===== src/verilog/ext_bus_pkg.sv =====
// package: register map, field layout, states and pin carriers of the external bus controller
package ext_bus_pkg;

  // register indices; the apb byte address is four times the index
  localparam logic [7:0] IDX_PRESCALE    = 8'heb;
  localparam logic [7:0] IDX_MODE_ONE    = 8'hf5;
  localparam logic [7:0] IDX_MODE_TWO    = 8'hf6;
  localparam logic [7:0] IDX_STROBE_WAIT = 8'hfc;
  localparam logic [7:0] IDX_INT_VECTOR  = 8'hf2;
  localparam logic [7:0] IDX_STATUS      = 8'hf3;
  localparam int         APB_AW          = 12;

  // clock_prescale_and_float_ctl fields
  localparam int B_FLOAT  = 0;
  localparam int PRS_LO   = 2;
  localparam int PRS_W    = 3;
  // bus_mode_ctl_one fields
  localparam int B_DRIVE  = 1;
  localparam int B_DEMUX  = 3;
  localparam int B_SECOND = 5;
  localparam int B_STYLE  = 6;
  // bus_mode_ctl_two fields
  localparam int LAS_LO   = 0;
  localparam int UAS_LO   = 2;
  localparam int AW_W     = 2;
  localparam int B_BUS_EN = 4;
  // strobe_wait_ctl fields
  localparam int LDS_LO   = 0;
  localparam int UDS_LO   = 3;
  localparam int DW_W     = 3;
  // int_vector_reg field
  localparam int B_HOLD_EN = 0;
  // address bit that splits upper and lower block
  localparam int B_UPPER  = 21;

  // reset values: wait fields at their maxima
  localparam logic [7:0] RST_PRESCALE    = 8'h00;
  localparam logic [7:0] RST_MODE_ONE    = 8'h00;
  localparam logic [7:0] RST_MODE_TWO    = 8'h0f;
  localparam logic [7:0] RST_STROBE_WAIT = 8'h3f;
  localparam logic [7:0] RST_INT_VECTOR  = 8'h00;

  typedef enum logic [2:0] {ST_IDLE, ST_ADDR, ST_ADDR_WAIT, ST_DATA, ST_DATA_WAIT} seq_state_t;

  // one external memory request from the core
  typedef struct packed {
    logic        write;
    logic [21:0] addr;
    logic [7:0]  wdata;
  } mem_req_t;

  // external bus pins with their output enables
  typedef struct packed {
    logic [7:0] port0_o;
    logic       port0_oe;
    logic [7:0] port1_o;
    logic       port1_oe;
    logic [5:0] port2_o;
    logic       port2_oe;
    logic [7:0] port6_o;
    logic       port6_oe;
    logic       as_o;
    logic       ds_o;
    logic       ds2_o;
    logic       rw_o;
    logic       ctl_oe;
    logic       drive_strong;
  } bus_pins_t;

  // block decode, shared by sequencer and pin mapper
  function automatic logic is_upper(input logic [21:0] a);
    return a[B_UPPER];
  endfunction

endpackage


===== src/verilog/core_clock_gen.sv =====
// core clock prescaler: divides mclk by 1..8 and freezes high during wait states
`timescale 1ns/1ns
`default_nettype none
module core_clock_gen import ext_bus_pkg::*; (
  // clock and reset
  input  wire logic             mclk,
  input  wire logic             rst_b,
  // control
  input  wire logic [PRS_W-1:0] div_sel,
  input  wire logic             stall,
  // outputs
  output logic                  tick,
  output logic                  core_clock
);

  logic [PRS_W-1:0] cnt_q;
  logic [PRS_W-1:0] cnt_d;
  logic [PRS_W:0]   hi_len;
  logic             last;

  // period end; >= tolerates a divider lowered mid-period
  assign last   = (cnt_q >= div_sel);
  assign tick   = last && !stall;
  assign hi_len = (PRS_W+1)'(({1'b0, div_sel} + 4'h2) >> 1);
  assign cnt_d  = stall ? cnt_q : (last ? '0 : cnt_q + 3'h1);

  // clock is high at the start of each period, so a frozen count keeps it high
  always_ff @(posedge mclk or negedge rst_b) begin
    if (!rst_b) begin
      cnt_q      <= '0;
      core_clock <= 1'b1;
    end else begin
      cnt_q      <= cnt_d;
      core_clock <= ({1'b0, cnt_d} < hi_len);
    end
  end

endmodule
`default_nettype wire


===== src/verilog/bus_pin_map.sv =====
// pin mapper: turns internal strobes and mode bits into registered bus pins
`timescale 1ns/1ns
`default_nettype none
module bus_pin_map import ext_bus_pkg::*; (
  // clock and reset
  input  wire logic     mclk,
  input  wire logic     rst_b,
  // mode bits
  input  wire logic     style,
  input  wire logic     second,
  input  wire logic     demux,
  input  wire logic     flt,
  input  wire logic     drive,
  // cycle state
  input  wire mem_req_t req,
  input  wire logic     in_cycle,
  input  wire logic     addr_phase,
  input  wire logic     as_n,
  input  wire logic     ds_n,
  // pins
  output var bus_pins_t pins
);

  bus_pins_t pins_d;
  logic      wr;
  logic      rd;
  logic      strobe;

  // strobe and port decoding
  always_comb begin
    wr     = in_cycle && req.write;
    rd     = in_cycle && !req.write;
    pins_d = '0;
    strobe = style ? (rd ? ds_n : 1'b1) : ds_n;
    pins_d.ds_o  = (second && !is_upper(req.addr)) ? 1'b1 : strobe;
    pins_d.ds2_o = (second && is_upper(req.addr)) ? 1'b1 : (second ? strobe : 1'b1);
    pins_d.rw_o  = style ? (wr ? ds_n : 1'b1) : !wr;
    pins_d.as_o  = style ? !as_n : as_n;
    // demuxed mode floats port 0 in the address phase
    pins_d.port0_o  = addr_phase ? req.addr[7:0] : req.wdata;
    pins_d.port0_oe = !flt && in_cycle && (addr_phase ? !demux : req.write);
    pins_d.port1_o  = req.addr[15:8];
    pins_d.port1_oe = !flt;
    pins_d.port2_o  = req.addr[21:16];
    pins_d.port2_oe = !flt;
    pins_d.port6_o  = req.addr[7:0];
    pins_d.port6_oe = !flt && demux;
    pins_d.ctl_oe   = !flt;
    pins_d.drive_strong = drive;
  end

  // registered pins avoid glitches on the strobes
  always_ff @(posedge mclk or negedge rst_b) begin
    if (!rst_b) begin
      pins       <= '0;
      pins.as_o  <= 1'b1;
      pins.ds_o  <= 1'b1;
      pins.ds2_o <= 1'b1;
      pins.rw_o  <= 1'b1;
    end else begin
      pins <= pins_d;
    end
  end

endmodule
`default_nettype wire


===== src/verilog/ext_bus_ctl.sv =====
// external memory bus controller: apb registers, bus cycle sequencer and wait logic
//
// Overview of operation
// strobe-style bit set: address strobe pin outputs inverted strobe as latch enable.
// separate strobes: data strobe pin follows strobe on reads, stays high on writes.
// separate strobes: read/write pin follows strobe on writes, stays high on reads.
// drive strength bit selects small quiet or large strong pin buffers.
// second strobe enabled: primary serves upper block, second strobe lower block.
// demux bit moves low address byte to port 6; port 0 carries data only.
// float bit releases all ports and strobe pins to high impedance.
// software keeps float clear while external memory is being accessed.
// software sets bit 4 of second mode register before using the bus.
// bus timing follows core clock, internal clock divided by one to eight.
// address strobe stretched zero to three waits, per block field.
// data strobe stretched zero to seven waits, per block field.
// external hold input only counts while its enable bit is set.
// hold input sampled each clock; each active sample adds one cycle.
// hold in address phase stretches address strobe; in data phase, data strobe.
// waits count internal clocks; core clock stays high during them.
// all wait fields reset to maximum values.
// each cycle has an address phase followed by a data phase.
// read/write pin high for reads, low for writes.
// address bit 21 set selects upper block, clear selects lower block.
// on reads memory presents data before the data strobe rises.
// programmed waits and hold stretching add up within a phase.
//
// Our own choice: the APB interface to the registers.
`timescale 1ns/1ns
`default_nettype none
module ext_bus_ctl import ext_bus_pkg::*; (
  // clock and reset
  input  wire logic              mclk,
  input  wire logic              rst_b,
  // apb slave
  input  wire logic              psel,
  input  wire logic              penable,
  input  wire logic              pwrite,
  input  wire logic [APB_AW-1:0] paddr,
  input  wire logic [31:0]       pwdata,
  output logic [31:0]            prdata,
  output logic                   pready,
  output logic                   pslverr,
  // core request and answer
  input  wire logic              req_valid,
  input  wire mem_req_t          req,
  output logic                   req_ready,
  output logic                   rsp_valid,
  output logic [7:0]             rsp_rdata,
  // external bus
  input  wire logic [7:0]        port0_i,
  input  wire logic              ext_hold_req_n,
  output var bus_pins_t          pins,
  output logic                   core_clock
);

  logic [7:0] prescale_q;
  logic [7:0] mode_one_q;
  logic [7:0] mode_two_q;
  logic [7:0] strobe_wait_q;
  logic [7:0] int_vector_q;
  seq_state_t st_q;
  logic [3:0] cnt_q;
  logic       last_q;
  mem_req_t   req_q;
  logic [7:0] rd_val;
  logic [7:0] idx;
  logic       mapped;
  logic       wr_en;
  logic       upper;
  logic [1:0] aw;
  logic [2:0] dw;
  logic       hold_en;
  logic       hold_act;
  logic       wait_done;
  logic       last;
  logic       stall;
  logic       tick;
  logic       style;
  logic       second;
  logic       flt;
  logic       in_cycle;
  logic       addr_phase;

  // ---- apb decode ----
  // only word aligned addresses whose index fits the 8-bit map
  assign idx    = paddr[9:2];
  assign mapped = (paddr[1:0] == 2'h0) && (paddr[APB_AW-1:10] == 2'h0) &&
                  (idx == IDX_PRESCALE || idx == IDX_MODE_ONE || idx == IDX_MODE_TWO ||
                   idx == IDX_STROBE_WAIT || idx == IDX_INT_VECTOR || idx == IDX_STATUS);
  assign wr_en   = psel && penable && pwrite && mapped;
  // registers answer without wait; unmapped addresses flag an error
  assign pready  = 1'b1;
  assign pslverr = psel && penable && !mapped;

  // read mux; status shows the sequencer's state and the hold input level
  always_comb begin
    case (idx)
      IDX_PRESCALE:    rd_val = prescale_q;
      IDX_MODE_ONE:    rd_val = mode_one_q;
      IDX_MODE_TWO:    rd_val = mode_two_q;
      IDX_STROBE_WAIT: rd_val = strobe_wait_q;
      IDX_INT_VECTOR:  rd_val = int_vector_q;
      IDX_STATUS:      rd_val = {4'h0, stall, addr_phase, in_cycle, !ext_hold_req_n};
      default:         rd_val = 8'h00;
    endcase
  end

  // read data is captured in the setup cycle so prdata comes from a flop
  always_ff @(posedge mclk or negedge rst_b) begin
    if (!rst_b) begin
      prdata <= 32'h0;
    end else if (psel && !penable) begin
      prdata <= {24'h0, mapped ? rd_val : 8'h00};
    end
  end

  // register writes; status is read only
  always_ff @(posedge mclk or negedge rst_b) begin
    if (!rst_b) begin
      prescale_q    <= RST_PRESCALE;
      mode_one_q    <= RST_MODE_ONE;
      mode_two_q    <= RST_MODE_TWO;
      strobe_wait_q <= RST_STROBE_WAIT;
      int_vector_q  <= RST_INT_VECTOR;
    end else if (wr_en) begin
      case (idx)
        IDX_PRESCALE:    prescale_q    <= pwdata[7:0];
        IDX_MODE_ONE:    mode_one_q    <= pwdata[7:0];
        IDX_MODE_TWO:    mode_two_q    <= pwdata[7:0];
        IDX_STROBE_WAIT: strobe_wait_q <= pwdata[7:0];
        IDX_INT_VECTOR:  int_vector_q  <= pwdata[7:0];
        default:         ;
      endcase
    end
  end

  // ---- mode and wait decoding ----
  assign style   = mode_one_q[B_STYLE];
  assign second  = mode_one_q[B_SECOND];
  assign flt     = prescale_q[B_FLOAT];
  assign upper   = is_upper(req_q.addr);
  assign aw      = upper ? mode_two_q[UAS_LO +: AW_W] : mode_two_q[LAS_LO +: AW_W];
  assign dw      = upper ? strobe_wait_q[UDS_LO +: DW_W] : strobe_wait_q[LDS_LO +: DW_W];
  assign hold_en = int_vector_q[B_HOLD_EN];
  // the hold input is taken as synchronous to mclk
  assign hold_act = hold_en && !ext_hold_req_n;

  // a wait phase ends on its last programmed cycle unless hold is still active
  assign wait_done = (cnt_q <= 4'h1) && !hold_act;
  assign stall     = (st_q == ST_ADDR_WAIT) || (st_q == ST_DATA_WAIT);
  assign in_cycle  = (st_q != ST_IDLE);
  assign addr_phase = (st_q == ST_ADDR) || (st_q == ST_ADDR_WAIT);
  assign req_ready = (st_q == ST_IDLE);
  assign last = ((st_q == ST_DATA) && tick && (dw == 3'h0) && !hold_act) ||
                ((st_q == ST_DATA_WAIT) && wait_done);

  // core clock; waits freeze it high, so they count in mclk periods
  core_clock_gen u_clk (
    .mclk       (mclk),
    .rst_b      (rst_b),
    .div_sel    (prescale_q[PRS_LO +: PRS_W]),
    .stall      (stall),
    .tick       (tick),
    .core_clock (core_clock)
  );

  // ---- cycle sequencer ----
  // a new cycle starts mid core period; the first address phase may be short
  always_ff @(posedge mclk or negedge rst_b) begin
    if (!rst_b) begin
      st_q  <= ST_IDLE;
      cnt_q <= 4'h0;
    end else begin
      case (st_q)
        ST_IDLE: begin
          if (req_valid) begin
            st_q <= ST_ADDR;
          end
        end
        ST_ADDR: begin
          if (tick) begin
            // a hold sample at the phase end adds one cycle on top of the programmed ones
            cnt_q <= {2'b00, aw} + {3'b000, hold_act};
            if (aw != 2'h0 || hold_act) begin
              st_q <= ST_ADDR_WAIT;
            end else begin
              st_q <= ST_DATA;
            end
          end
        end
        ST_ADDR_WAIT: begin
          // an active hold freezes the count, so its cycles add to the programmed ones
          if (cnt_q != 4'h0 && !hold_act) begin
            cnt_q <= cnt_q - 4'h1;
          end
          if (wait_done) begin
            st_q <= ST_DATA;
          end
        end
        ST_DATA: begin
          if (tick) begin
            cnt_q <= {1'b0, dw} + {3'b000, hold_act};
            if (dw != 3'h0 || hold_act) begin
              st_q <= ST_DATA_WAIT;
            end else begin
              st_q <= ST_IDLE;
            end
          end
        end
        ST_DATA_WAIT: begin
          if (cnt_q != 4'h0 && !hold_act) begin
            cnt_q <= cnt_q - 4'h1;
          end
          if (wait_done) begin
            st_q <= ST_IDLE;
          end
        end
        default: st_q <= ST_IDLE;
      endcase
    end
  end

  // request is held for the whole cycle so pins stay stable
  always_ff @(posedge mclk or negedge rst_b) begin
    if (!rst_b) begin
      req_q <= '0;
    end else if (st_q == ST_IDLE && req_valid) begin
      req_q <= req;
    end
  end

  // answer: pins lag the state by one clock, so read data is taken one clock
  // after the last data cycle, while the strobe pin is still low, just before it rises
  always_ff @(posedge mclk or negedge rst_b) begin
    if (!rst_b) begin
      last_q    <= 1'b0;
      rsp_valid <= 1'b0;
      rsp_rdata <= 8'h00;
    end else begin
      last_q    <= last;
      rsp_valid <= last_q;
      if (last_q && !req_q.write) begin
        rsp_rdata <= port0_i;
      end
    end
  end

  // ---- pins ----
  bus_pin_map u_pins (
    .mclk       (mclk),
    .rst_b      (rst_b),
    .style      (style),
    .second     (second),
    .demux      (mode_one_q[B_DEMUX]),
    .flt        (flt),
    .drive      (mode_one_q[B_DRIVE]),
    .req        (req_q),
    .in_cycle   (in_cycle),
    .addr_phase (addr_phase),
    .as_n       (!addr_phase),
    .ds_n       (!((st_q == ST_DATA) || (st_q == ST_DATA_WAIT))),
    .pins       (pins)
  );
endmodule
`default_nettype wire


===== config.mk =====
export PLATFORM = sky130hd
export DESIGN_NAME = ext_bus_ctl
export DESIGN_NICKNAME = d
export VERILOG_FILES = /design/src/verilog/ext_bus_pkg.sv /design/src/verilog/core_clock_gen.sv /design/src/verilog/bus_pin_map.sv /design/src/verilog/ext_bus_ctl.sv
export SDC_FILE = /design/constraint.sdc
export NUM_CORES = 1
export LEC_CHECK = 0
export BUFFER_PORTS_ARGS = -buffer_cell sky130_fd_sc_hd__buf_2
export CORE_MARGIN = 1
export CORE_UTILIZATION = 40
export DETAILED_ROUTE_END_ITERATION = 7
export PLACE_DENSITY_LB_ADDON = 0.12
export SETUP_SLACK_MARGIN = 0.4
export SYNTH_ARGS = -nofsm -noshare
export SYNTH_HDL_FRONTEND = slang
export SYNTH_SLANG_ARGS = --single-unit

===== constraint.sdc =====
create_clock -name mclk -period 3.2 [get_ports mclk]
set_input_delay 0.64 -clock mclk [delete_from_list [all_inputs] [get_ports mclk]]
set_output_delay 0.64 -clock mclk [all_outputs]
set_load 0.01 [all_outputs]

# Yosys cells after proc, flatten, opt, wreduce, memory -nomap -nowiden
# Cells that the tools add are included.
word_totals:
  register_bits: 138
  out_inout_bits: 85
  word_cells: 144
op_classes:
  add_sub_neg: 5
  order_cmp: 3
  n_eq_ne: 16
  n_mux: 28
  reduce_logical: 64
op_table:
  columns: ["operator", "n"]
  rows:
  - ["8-bit == test (second input constant)", 6]
  - ["8-bit case mux with 6 select lines", 1]
  - ["3-bit two-way mux", 9]
  - ["1-bit logical AND", 24]
  - ["8-bit two-way mux", 2]
  - ["3-bit case mux with 5 select lines", 1]
  - ["1-bit zero test", 12]
  - ["4-bit two-way mux", 3]
  - ["4-bit case mux with 3 select lines", 1]
  - ["1-bit logical OR", 11]
  - ["1-bit two-way mux", 10]
  - ["2-bit != test (second input constant)", 5]
  - ["2-bit AND reduction", 5]
  - ["3-bit nonzero test", 3]
  - ["3-bit by 2-bit == test with 1-bit output (second input constant)", 2]
  - ["3-bit zero test", 2]
  - ["5-bit AND reduction", 1]
  - ["3-bit by 1-bit adder with 4-bit output", 1]
  - ["3-bit by 2-bit adder with 4-bit output (second input constant)", 1]
  - ["4-bit by 1-bit <= comparator with 1-bit output (second input constant)", 1]
  - ["2-bit zero test", 2]
  - ["4-bit AND reduction", 1]
  - ["4-bit nonzero test", 1]
  - ["4-bit by 1-bit subtractor with 4-bit output (second input constant)", 1]
  - ["10 further kinds", 10]

# Depth between registers and ports, before layout
# Gate-level depths: netlist of the first run.
logic_depth:
  word_depth: 9
  ltp_mapped: 11

# By module
# Synthesis of the first run repeated with hierarchy kept, for this count alone.
hier_totals:
  cells_unflattened: 505
  hier_area_um2: 6486.2
modules_own_cells:
  columns: ["module", "instances", "cells_per_inst", "area_per_inst_um2"]
  rows:
  - ["ext_bus_ctl", 1, 408, 4974.8]
  - ["bus_pin_map", 1, 62, 1182.4]
  - ["core_clock_gen", 1, 35, 329.1]

# Worst setup path before layout of the first run
# OpenSTA, ideal clock, no wires.
synth_timing:
  path_type: "input to output"
  startpoint: "in paddr[3]"
  endpoint: "out pslverr"
  t_arrival_ps: 1684
  required_ps: 2560
  slack_ps: 876
  stages: 5
  path_cell_list: "clkbuf_1 -> or3b_2 -> o311ai_0 -> a211o_2 -> a31oi_1"
synth_between:
  elab_chain_len: 9
  elab_cells_between_ends: 14
synth_lines:
  columns: ["element", "line", "rtl"]
  rows:
  - ["start, declared", "ext_bus_ctl.sv:38", "input wire logic [APB_AW-1:0] paddr,"]
  - ["8-bit == test", "ext_bus_ctl.sv:88", "(idx == IDX_PRESCALE || idx == IDX_MODE_ONE || idx == IDX_MODE_TWO ||"]
  - ["1-bit logical OR (3 in series)", "ext_bus_ctl.sv:88", null]
  - ["1-bit logical OR", "ext_bus_ctl.sv:89", "idx == IDX_STROBE_WAIT || idx == IDX_INT_VECTOR || idx == IDX_STATUS);"]
  - ["1-bit logical OR (*)", "ext_bus_ctl.sv:89", null]
  - ["1-bit logical AND (*)", "ext_bus_ctl.sv:87", "assign mapped = (paddr[1:0] == 2'h0) && (paddr[APB_AW-1:10] == 2'h0) &&"]
  - ["1-bit zero test (*)", "ext_bus_ctl.sv:93", "assign pslverr = psel && penable && !mapped;"]
  - ["1-bit logical AND (*)", "ext_bus_ctl.sv:93", null]
  - ["end, declared", "ext_bus_ctl.sv:42", "output logic pslverr,"]
# Mark *: on every way between the ends. The rest lies on a longest branch, timed or not.

# Final worst setup path of the first run
layout_timing:
  startpoint: "in paddr[4]"
  endpoint: "out pslverr"
# The elaborated chain is that of the path after synthesis.

==> flow_summary.yaml, run 1 <==
timing:
  maxClockFrequency_mhz: 376.1
  worst_clock_skew_ps: 16.05
  finalHoldViolCount: 0
  fin_setup_tns_ps: 0
  finalSetupViolations: 0
  worst_rel_slew_slack_pct: 56.81
  worst_pin_slew_ps: 646.5
  post_layout_minimum_cycle_time_ps: 2659
  timing.hold.ws_ps: 184.6
  finalMaxSlewViolations: 0
  rsz0062_at_grt: "false"
  layout_worst_path_cycle_share_pct: 83.10
worst_setup_path:
  worst-path-max-fanout: 17
  timing.critical_path.to_type: "output port"
  data_required_time_of_the_worst_path_ps: 2560
  timing.critical_path.arrival_ps: 2020
  slowest_stage: "and3_1"
  worst-setup-path-type: "primary input to output port"
  cp_top_family: "simple AND/OR/NAND/NOR gates"
  cp.buffers_inverters: 2
  cp_slowest_stage_delay_ps: 410
  worst_setup_path_start_kind: "primary input"
  series_of_cell_instances_along_the_critical_path: "clkbuf_4 -> nor3b_2 -> and3_1 -> a211o_2 -> a31oi_1 -> buf_2"
global_routing:
  grt_max_degree: 63
  grt.overflow.total: 0
  global_route_wire_length_before_repair_um: 22620
  groute.usage.overall_pct: 18.45
  first_global_vias: 4323
  antenna_found_initial: 0
flow_run:
  max_cap_violations: 0
logic_synthesis:
  netlist.top_cell.by_area: "dfrtp_1"
  ys_seq_area_share_pct: 55.98
  edff_count_synth: 0
  postSynthRegisterBits: 138
  dominantRegCellSynth: "dfrtp_1"
  post_synth_cell_types: 68
  synth.most_common_cell: "dfrtp_1"
  cells_taking_the_most_area_after_synthesis: "dfrtp_1 (50%), mux2_2 (17%), dfstp_2 (6.4%)"
  netlist_area_um2: 6202
  postSynthAreaPerCell_um2: 12.84
  synth-warning-count: 0
  synthesis.instances: 483
  top_cell_type_s_share_of_synthesized_area_pct: 49.63
  ys_top_cells_by_count: "dfrtp_1 (123), mux2_2 (91), buf_4 (31)"
  async_flop_share_pct: 100.0
min_path:
  hold_path_class: "primary input to async pin"
drt:
  first_iter_violations: 290
  drt_pre_antenna_iters: 4
  antenna_left: 0
  number_of_remaining_drc_errors: 0
  detail_route.wl_per_cell_um: 16.82
  drt_wl_total_um: 13660
  num_vias: 4181
  post_drt_via_cell_ratio: 5.149
layout:
  layout.cell_area.non_filler_um2: 7467
  area_growth_pct: 20.40
  multi_input_comb_area_um2: 2455
  post_route_cells_drive_above_1_share_pct: 45.67
  nNetsFinal: 715
  filler_cell_count: 1361
  antenna_cells: 0
  sequential_cell_area_um2: 3472
  layout_cells_excl_fill: 812
clock_tree:
  ctsHoldBuffers: 0
  cts.path.max_buffers: 2
  cts.reportedPaths.clkPinSlew_ps: 60
  cts.sinks: 138
  tritoncts: "yes"
  worst_skew_pair.late_latency_ps: 420
  ctsRootBufferMaster: "clkbuf_16"
  cts_inserted_buffers: 17
  cts.htree.levels: 4
placed_design:
  dp.cells: 780
  io_buffer_count: 125
  detailed_place_hpwl_um: 9866
  placed_area_um2: 6903
  routability_congestion_estimate_from_global_placement: 0.8552
floorplanning:
  floorplan.io_pins: 175
  chipWidth_um: 126.5
  die_height_um: 126.5
  initial_utilization_pct: 40.95
  std_cell_rows: 45
  design.die.area_um2: 16010
  core_area_um2: 15150
power:
  power_leakage_uw: 0.003586
  power.ir.vdd_worst_uv: 543.3
  power.density_cell_area_nw_per_um2: 805.1
status:
  outcome: "finished clean"
-- metrics by stage --
stage          power [µW]  setup WS (ps)  util (%)
2_1_floorplan        3630          875.7         -
3_3_place_gp         4184          493.5     45.58
3_5_place_dp         4240          470.2     45.58
4_1_cts              6101          469.5     49.29
5_1_grt              6370          469.4     49.30
6_report             6012          540.8     49.30
-- cell type report --
cell class	instances	area share, %
Multi-Input combinational cell	307	32.88
Clock inverter	13	1.458
Sequential cell	138	46.50
Timing Repair Buffer	132	9.199
Clock buffer	19	6.066
Tap cell	188	3.150
Inverter	15	0.7540
-- worst paths after layout --
kind	from	slack, ps	depth (start not counted)	endpoint
setup reg to reg	prescale_q[4]$_DFFE_PN0P_	850	7	cnt_q[3]$_DFFE_PN0P_
min in group mclk	last_q$_DFF_PN0_	370	0	rsp_valid$_DFF_PN0_
setup / recovery	paddr[4]	540	6	pslverr
hold / removal	rst_b	180	1	rsp_rdata[2]$_DFFE_PN0P_
max in group asynchronous	rst_b	2100	2	strobe_wait_q[4]$_DFFE_PN1P_
hold reg to reg	last_q$_DFF_PN0_	370	0	rsp_valid$_DFF_PN0_
-- layout by cell type (no fill, tap or decap), drive strengths merged, types with 3 or more instances in the layout --
master	synthesis	routed
and3	10	10
mux2	92	92
o21ai	24	24
dfstp	15	15
a211oi	3	3
a21oi	3	3
and2	3	3
buf	39	131
nand2	27	27
or3	3	3
a22oi	4	4
o22ai	4	4
a22o	3	3
inv	15	20
clkbuf	7	20
nor2b	4	4
nand2b	3	3
nand3b	3	3
nand3	4	4
clkinvlp	0	6
conb	2	25
nor4	3	3
a221o	5	5
xnor2	5	5
mux2i	7	7
nor2	17	17
nor3	10	10
dfrtp	123	123
ha	14	14
-- routing by layer --
layer	vias to the layer above	wire length, µm	track usage, %
met5	-	0	0
met4	0	238	7.938
met3	16	803	5.146
met2	132	6798	29.87
met1	2096	5821	23.22
li1	1937	-	-
-- logic make-up after synthesis --
kind of cell	count (synthesis)	synth area share, %
flip-flops	138	55.98
AND/OR/NAND/NOR	103	9.643
multiplexers	99	17.83
buffers and inverters	61	5.830
AO/OA/AOI/OAI	60	6.799
adder cells (fa/ha/maj)	14	2.824
XOR/XNOR	6	0.9684
other	2	0.1211
-- report_power, final --
part	internal, µW	total (µW)	leakage, µW	switching (µW)
combinational	817	1610	0.00163	792
sequential	2290	2580	0.00169	290
clock	1050	1830	0.000257	780
-- registers in the layout, summed over array words and instances, names as in the netlist, 4 cells and up --
signal / count
strobe_wait_q: 8
mode_one_q: 8
cnt_q: 4
req_q: 31
rsp_rdata: 8
prdata: 8
u_pins.pins: 38
mode_two_q: 8
prescale_q: 8
int_vector_q: 8
-- timing repair --
| item | in CTS | in global routing |
|---|---|---|
| resized for setup | 0 | 1 |
| endpoints found under the setup margin | 0 | 1 |
| setup buffers | 0 | 0 |
No activity file was read; power rests on OpenSTA's default activity.
==> inputs of run 2 (changes only) <==
- ABC_AREA: default -> 1
- clock period: 3.2 -> 2.6 ns (I/O delays scaled with it)
==> flow_summary.yaml, run 2 <==
worst_setup_path:
  timing.critical_path.to_type: "output port"
  r2r-end: "cnt_q[1]$_DFFE_PN0P_"
  worst-setup-path-type: "primary input to output port"
  worst-path-max-fanout: 8
  rr_worst_depth: 10
  worst-r2r-setup-slack_ps: 610
  worst_setup_path_start_kind: "primary input"
  worst_r2r_startpoint: "req_q[29]$_DFFE_PN0P_"
  timing.critical_path.arrival_ps: 1610
  data_required_time_of_the_worst_path_ps: 2080
placed_design:
  detailed_place_hpwl_um: 10670
  io_buffer_count: 125
  routability_congestion_estimate_from_global_placement: 0.8145
  dpl_worst_slack_ps: 365.9
clock_tree:
  cts.sinks: 138
  tritoncts: "yes"
  ctsRootBufferMaster: "clkbuf_16"
  cts_inserted_buffers: 17
  worst_skew_pair.late_latency_ps: 420
  cts.htree.levels: 4
  cts.reportedPaths.clkPinSlew_ps: 60
  cts.path.max_buffers: 2
global_routing:
  global_route_wire_length_before_repair_um: 24340
  groute.usage.overall_pct: 19.41
  grt.overflow.total: 0
  antenna_found_initial: 0
  first_global_vias: 4827
  grt_max_degree: 60
drt:
  detail_route.wl_per_cell_um: 14.56
  first_iter_violations: 314
  drt_pre_antenna_iters: 5
  num_vias: 4965
  number_of_remaining_drc_errors: 0
  drt_wl_total_um: 15030
  post_drt_via_cell_ratio: 4.811
  antenna_left: 0
timing:
  post_layout_minimum_cycle_time_ps: 2135
  rsz0062_at_grt: "true"
  final.setup.worst_slack_ps: 465.4
  maxClockFrequency_mhz: 468.5
  finalSetupViolations: 0
  worst_rel_slew_slack_pct: 53.98
  finalHoldViolCount: 0
  worst_pin_slew_ps: 673.0
  layout_worst_path_cycle_share_pct: 82.10
  finalMaxSlewViolations: 0
  worst_clock_skew_ps: 14.76
  fin_setup_tns_ps: 0
power:
  power_leakage_uw: 0.004073
  p_int_uw: 5106
  power.ir.vdd_worst_uv: 705.2
  power.sequential.fraction_pct: 41.2
  p_switching_uw: 2378
  power.density_cell_area_nw_per_um2: 960.3
  p_sw_share_pct: 31.77
  power.clock.fraction_pct: 33.3
  combinationalPowerShare_pct: 25.5
logic_synthesis:
  top_cell_type_s_share_of_synthesized_area_pct: 48.24
  netlist.top_cell.by_area: "dfrtp_1"
  async_flop_share_pct: 100.0
  dominantRegCellSynth: "dfrtp_1"
  netlist_area_um2: 6380
  synth.most_common_cell: "nand2_1"
  ys_seq_area_share_pct: 54.42
  cells_taking_the_most_area_after_synthesis: "dfrtp_1 (48%), nand2_1 (14%), mux2_2 (6.5%)"
  synthesis.instances: 673
  edff_count_synth: 0
  ys_top_cells_by_count: "nand2_1 (231), dfrtp_1 (123), nand4_1 (51)"
  postSynthAreaPerCell_um2: 9.480
  synth-warning-count: 0
  post_synth_cell_types: 39
  postSynthRegisterBits: 138
layout:
  most-common-layout-cells: "nand2_1 (231), buf_2 (124), dfrtp_1 (121)"
  filler_cell_count: 1477
  area_growth_pct: 22.16
  layout.cells.most_common: "nand2_1"
  largestRegisters: "u_pins.pins (38), req_q (31)"
  antenna_cells: 0
  post_route_cells_drive_above_1_share_pct: 30.57
  nNetsFinal: 912
  regMostFlops: "u_pins.pins"
  largest_reg_flops: 38
floorplanning:
  die_height_um: 128.3
  core_area_um2: 15370
  floorplan.io_pins: 175
  chipWidth_um: 128.3
  design.die.area_um2: 16460
  initial_utilization_pct: 41.51
  std_cell_rows: 45
flow_run:
  max_cap_violations: 0
status:
  outcome: "finished clean"
min_path:
  hold_path_class: "primary input to async pin"
run 2: changes by cell type after synthesis, moves of 9 or more:
cell / delta
nand4_1: +50
nor2_1: +10
nand2_1: +205
inv_1: +32
and3_1: -9
mux2_2: -54
nand3_1: +16
run 2: worst max-delay path by stage:
| stage | startpoint | to | cells after the start |
|---|---|---|---|
| 2_1_floorplan | paddr[8] | pslverr | 9 |
| 3_3_place_gp | paddr[8] | pslverr | 10 |
| 3_5_place_dp | paddr[8] | mode_one_q[0]$_DFFE_PN0P_ | 11 |
| 4_1_cts | paddr[8] | pslverr | 10 |
| 5_1_grt | paddr[5] | pslverr | 10 |
| 6_report | paddr[9] | pslverr | 10 |
run 2: worst max-delay path: stages:
cell and delay, ps:
buf_2 90, nand2_1 60, nor2_2 220, buf_6 180
nand2_2 80, nand2_1 130, nor2_4 70, nor2_4 90
nor2_1 40, buf_2 130
run 2: logic make-up (layout without fill, tap and decap cells):
family          count (synthesis)  after routing  synth area share [%]
buf+inv                        96            221                 8.158
simple gates                  347            347                 24.16
compound gates                 36             36                 3.452
other cells                     2             25                0.1177
mux                            37             37                 6.531
fa+ha+maj                      14             14                 2.746
flops                         138            138                 54.42
xor+xnor                        3              3                0.4119
run 2: power by group through the flow:
stage                     clock, µW  sequential (µW)  combinational (µW)
after floorplan                   0             3250                1070
after global placement            0             3090                1910
after detailed placement          0             3120                1940
after CTS                      2560             3090                1940
after global routing           2640             3160                2140
final                          2500             3080                1910
run 2: what timing repair did:
item                                    in CTS  in global routing
endpoints found under the setup margin       0                  3
setup buffers                                0                  0
resized for setup                            0                  8
hold buffers                                 0                  0
run 2: layout make-up:
cell class / instances / area, µm² / area share (%)
Multi-Input combinational cell: 462 / 2489 / 31.93
Timing Repair Buffer: 138 / 758.2 / 9.729
Tap cell: 211 / 264.0 / 3.387
Inverter: 51 / 193.9 / 2.488
Sequential cell: 138 / 3475 / 44.58
Clock buffer: 18 / 439.2 / 5.635
Clock inverter: 14 / 175.2 / 2.248
run 2: per-stage QoR:
stage | hold WS (ps) | cell area [µm²] | total power [µW] | util [%] | instances
2_1_floorplan | 224.4 | 6466 | 4319 | - | 696
3_3_place_gp | 353.4 | 7161 | 4997 | 46.59 | 1000
3_5_place_dp | 360.2 | 7161 | 5055 | 46.59 | 1000
4_1_cts | 87.20 | 7775 | 7586 | 50.58 | 1032
5_1_grt | 98.13 | 7794 | 7941 | 50.70 | 1032
6_report | 55.96 | 7794 | 7484 | 50.70 | 1032
run 2: routing by layer:
metal | GRT usage [%] | vias up | wire, µm
met4 | 8.028 | 0 | 265
met1 | 25.44 | 2355 | 6551
met2 | 30.94 | 166 | 7389
met5 | 0 | - | 0
met3 | 4.466 | 18 | 825
li1 | - | 2426 | -
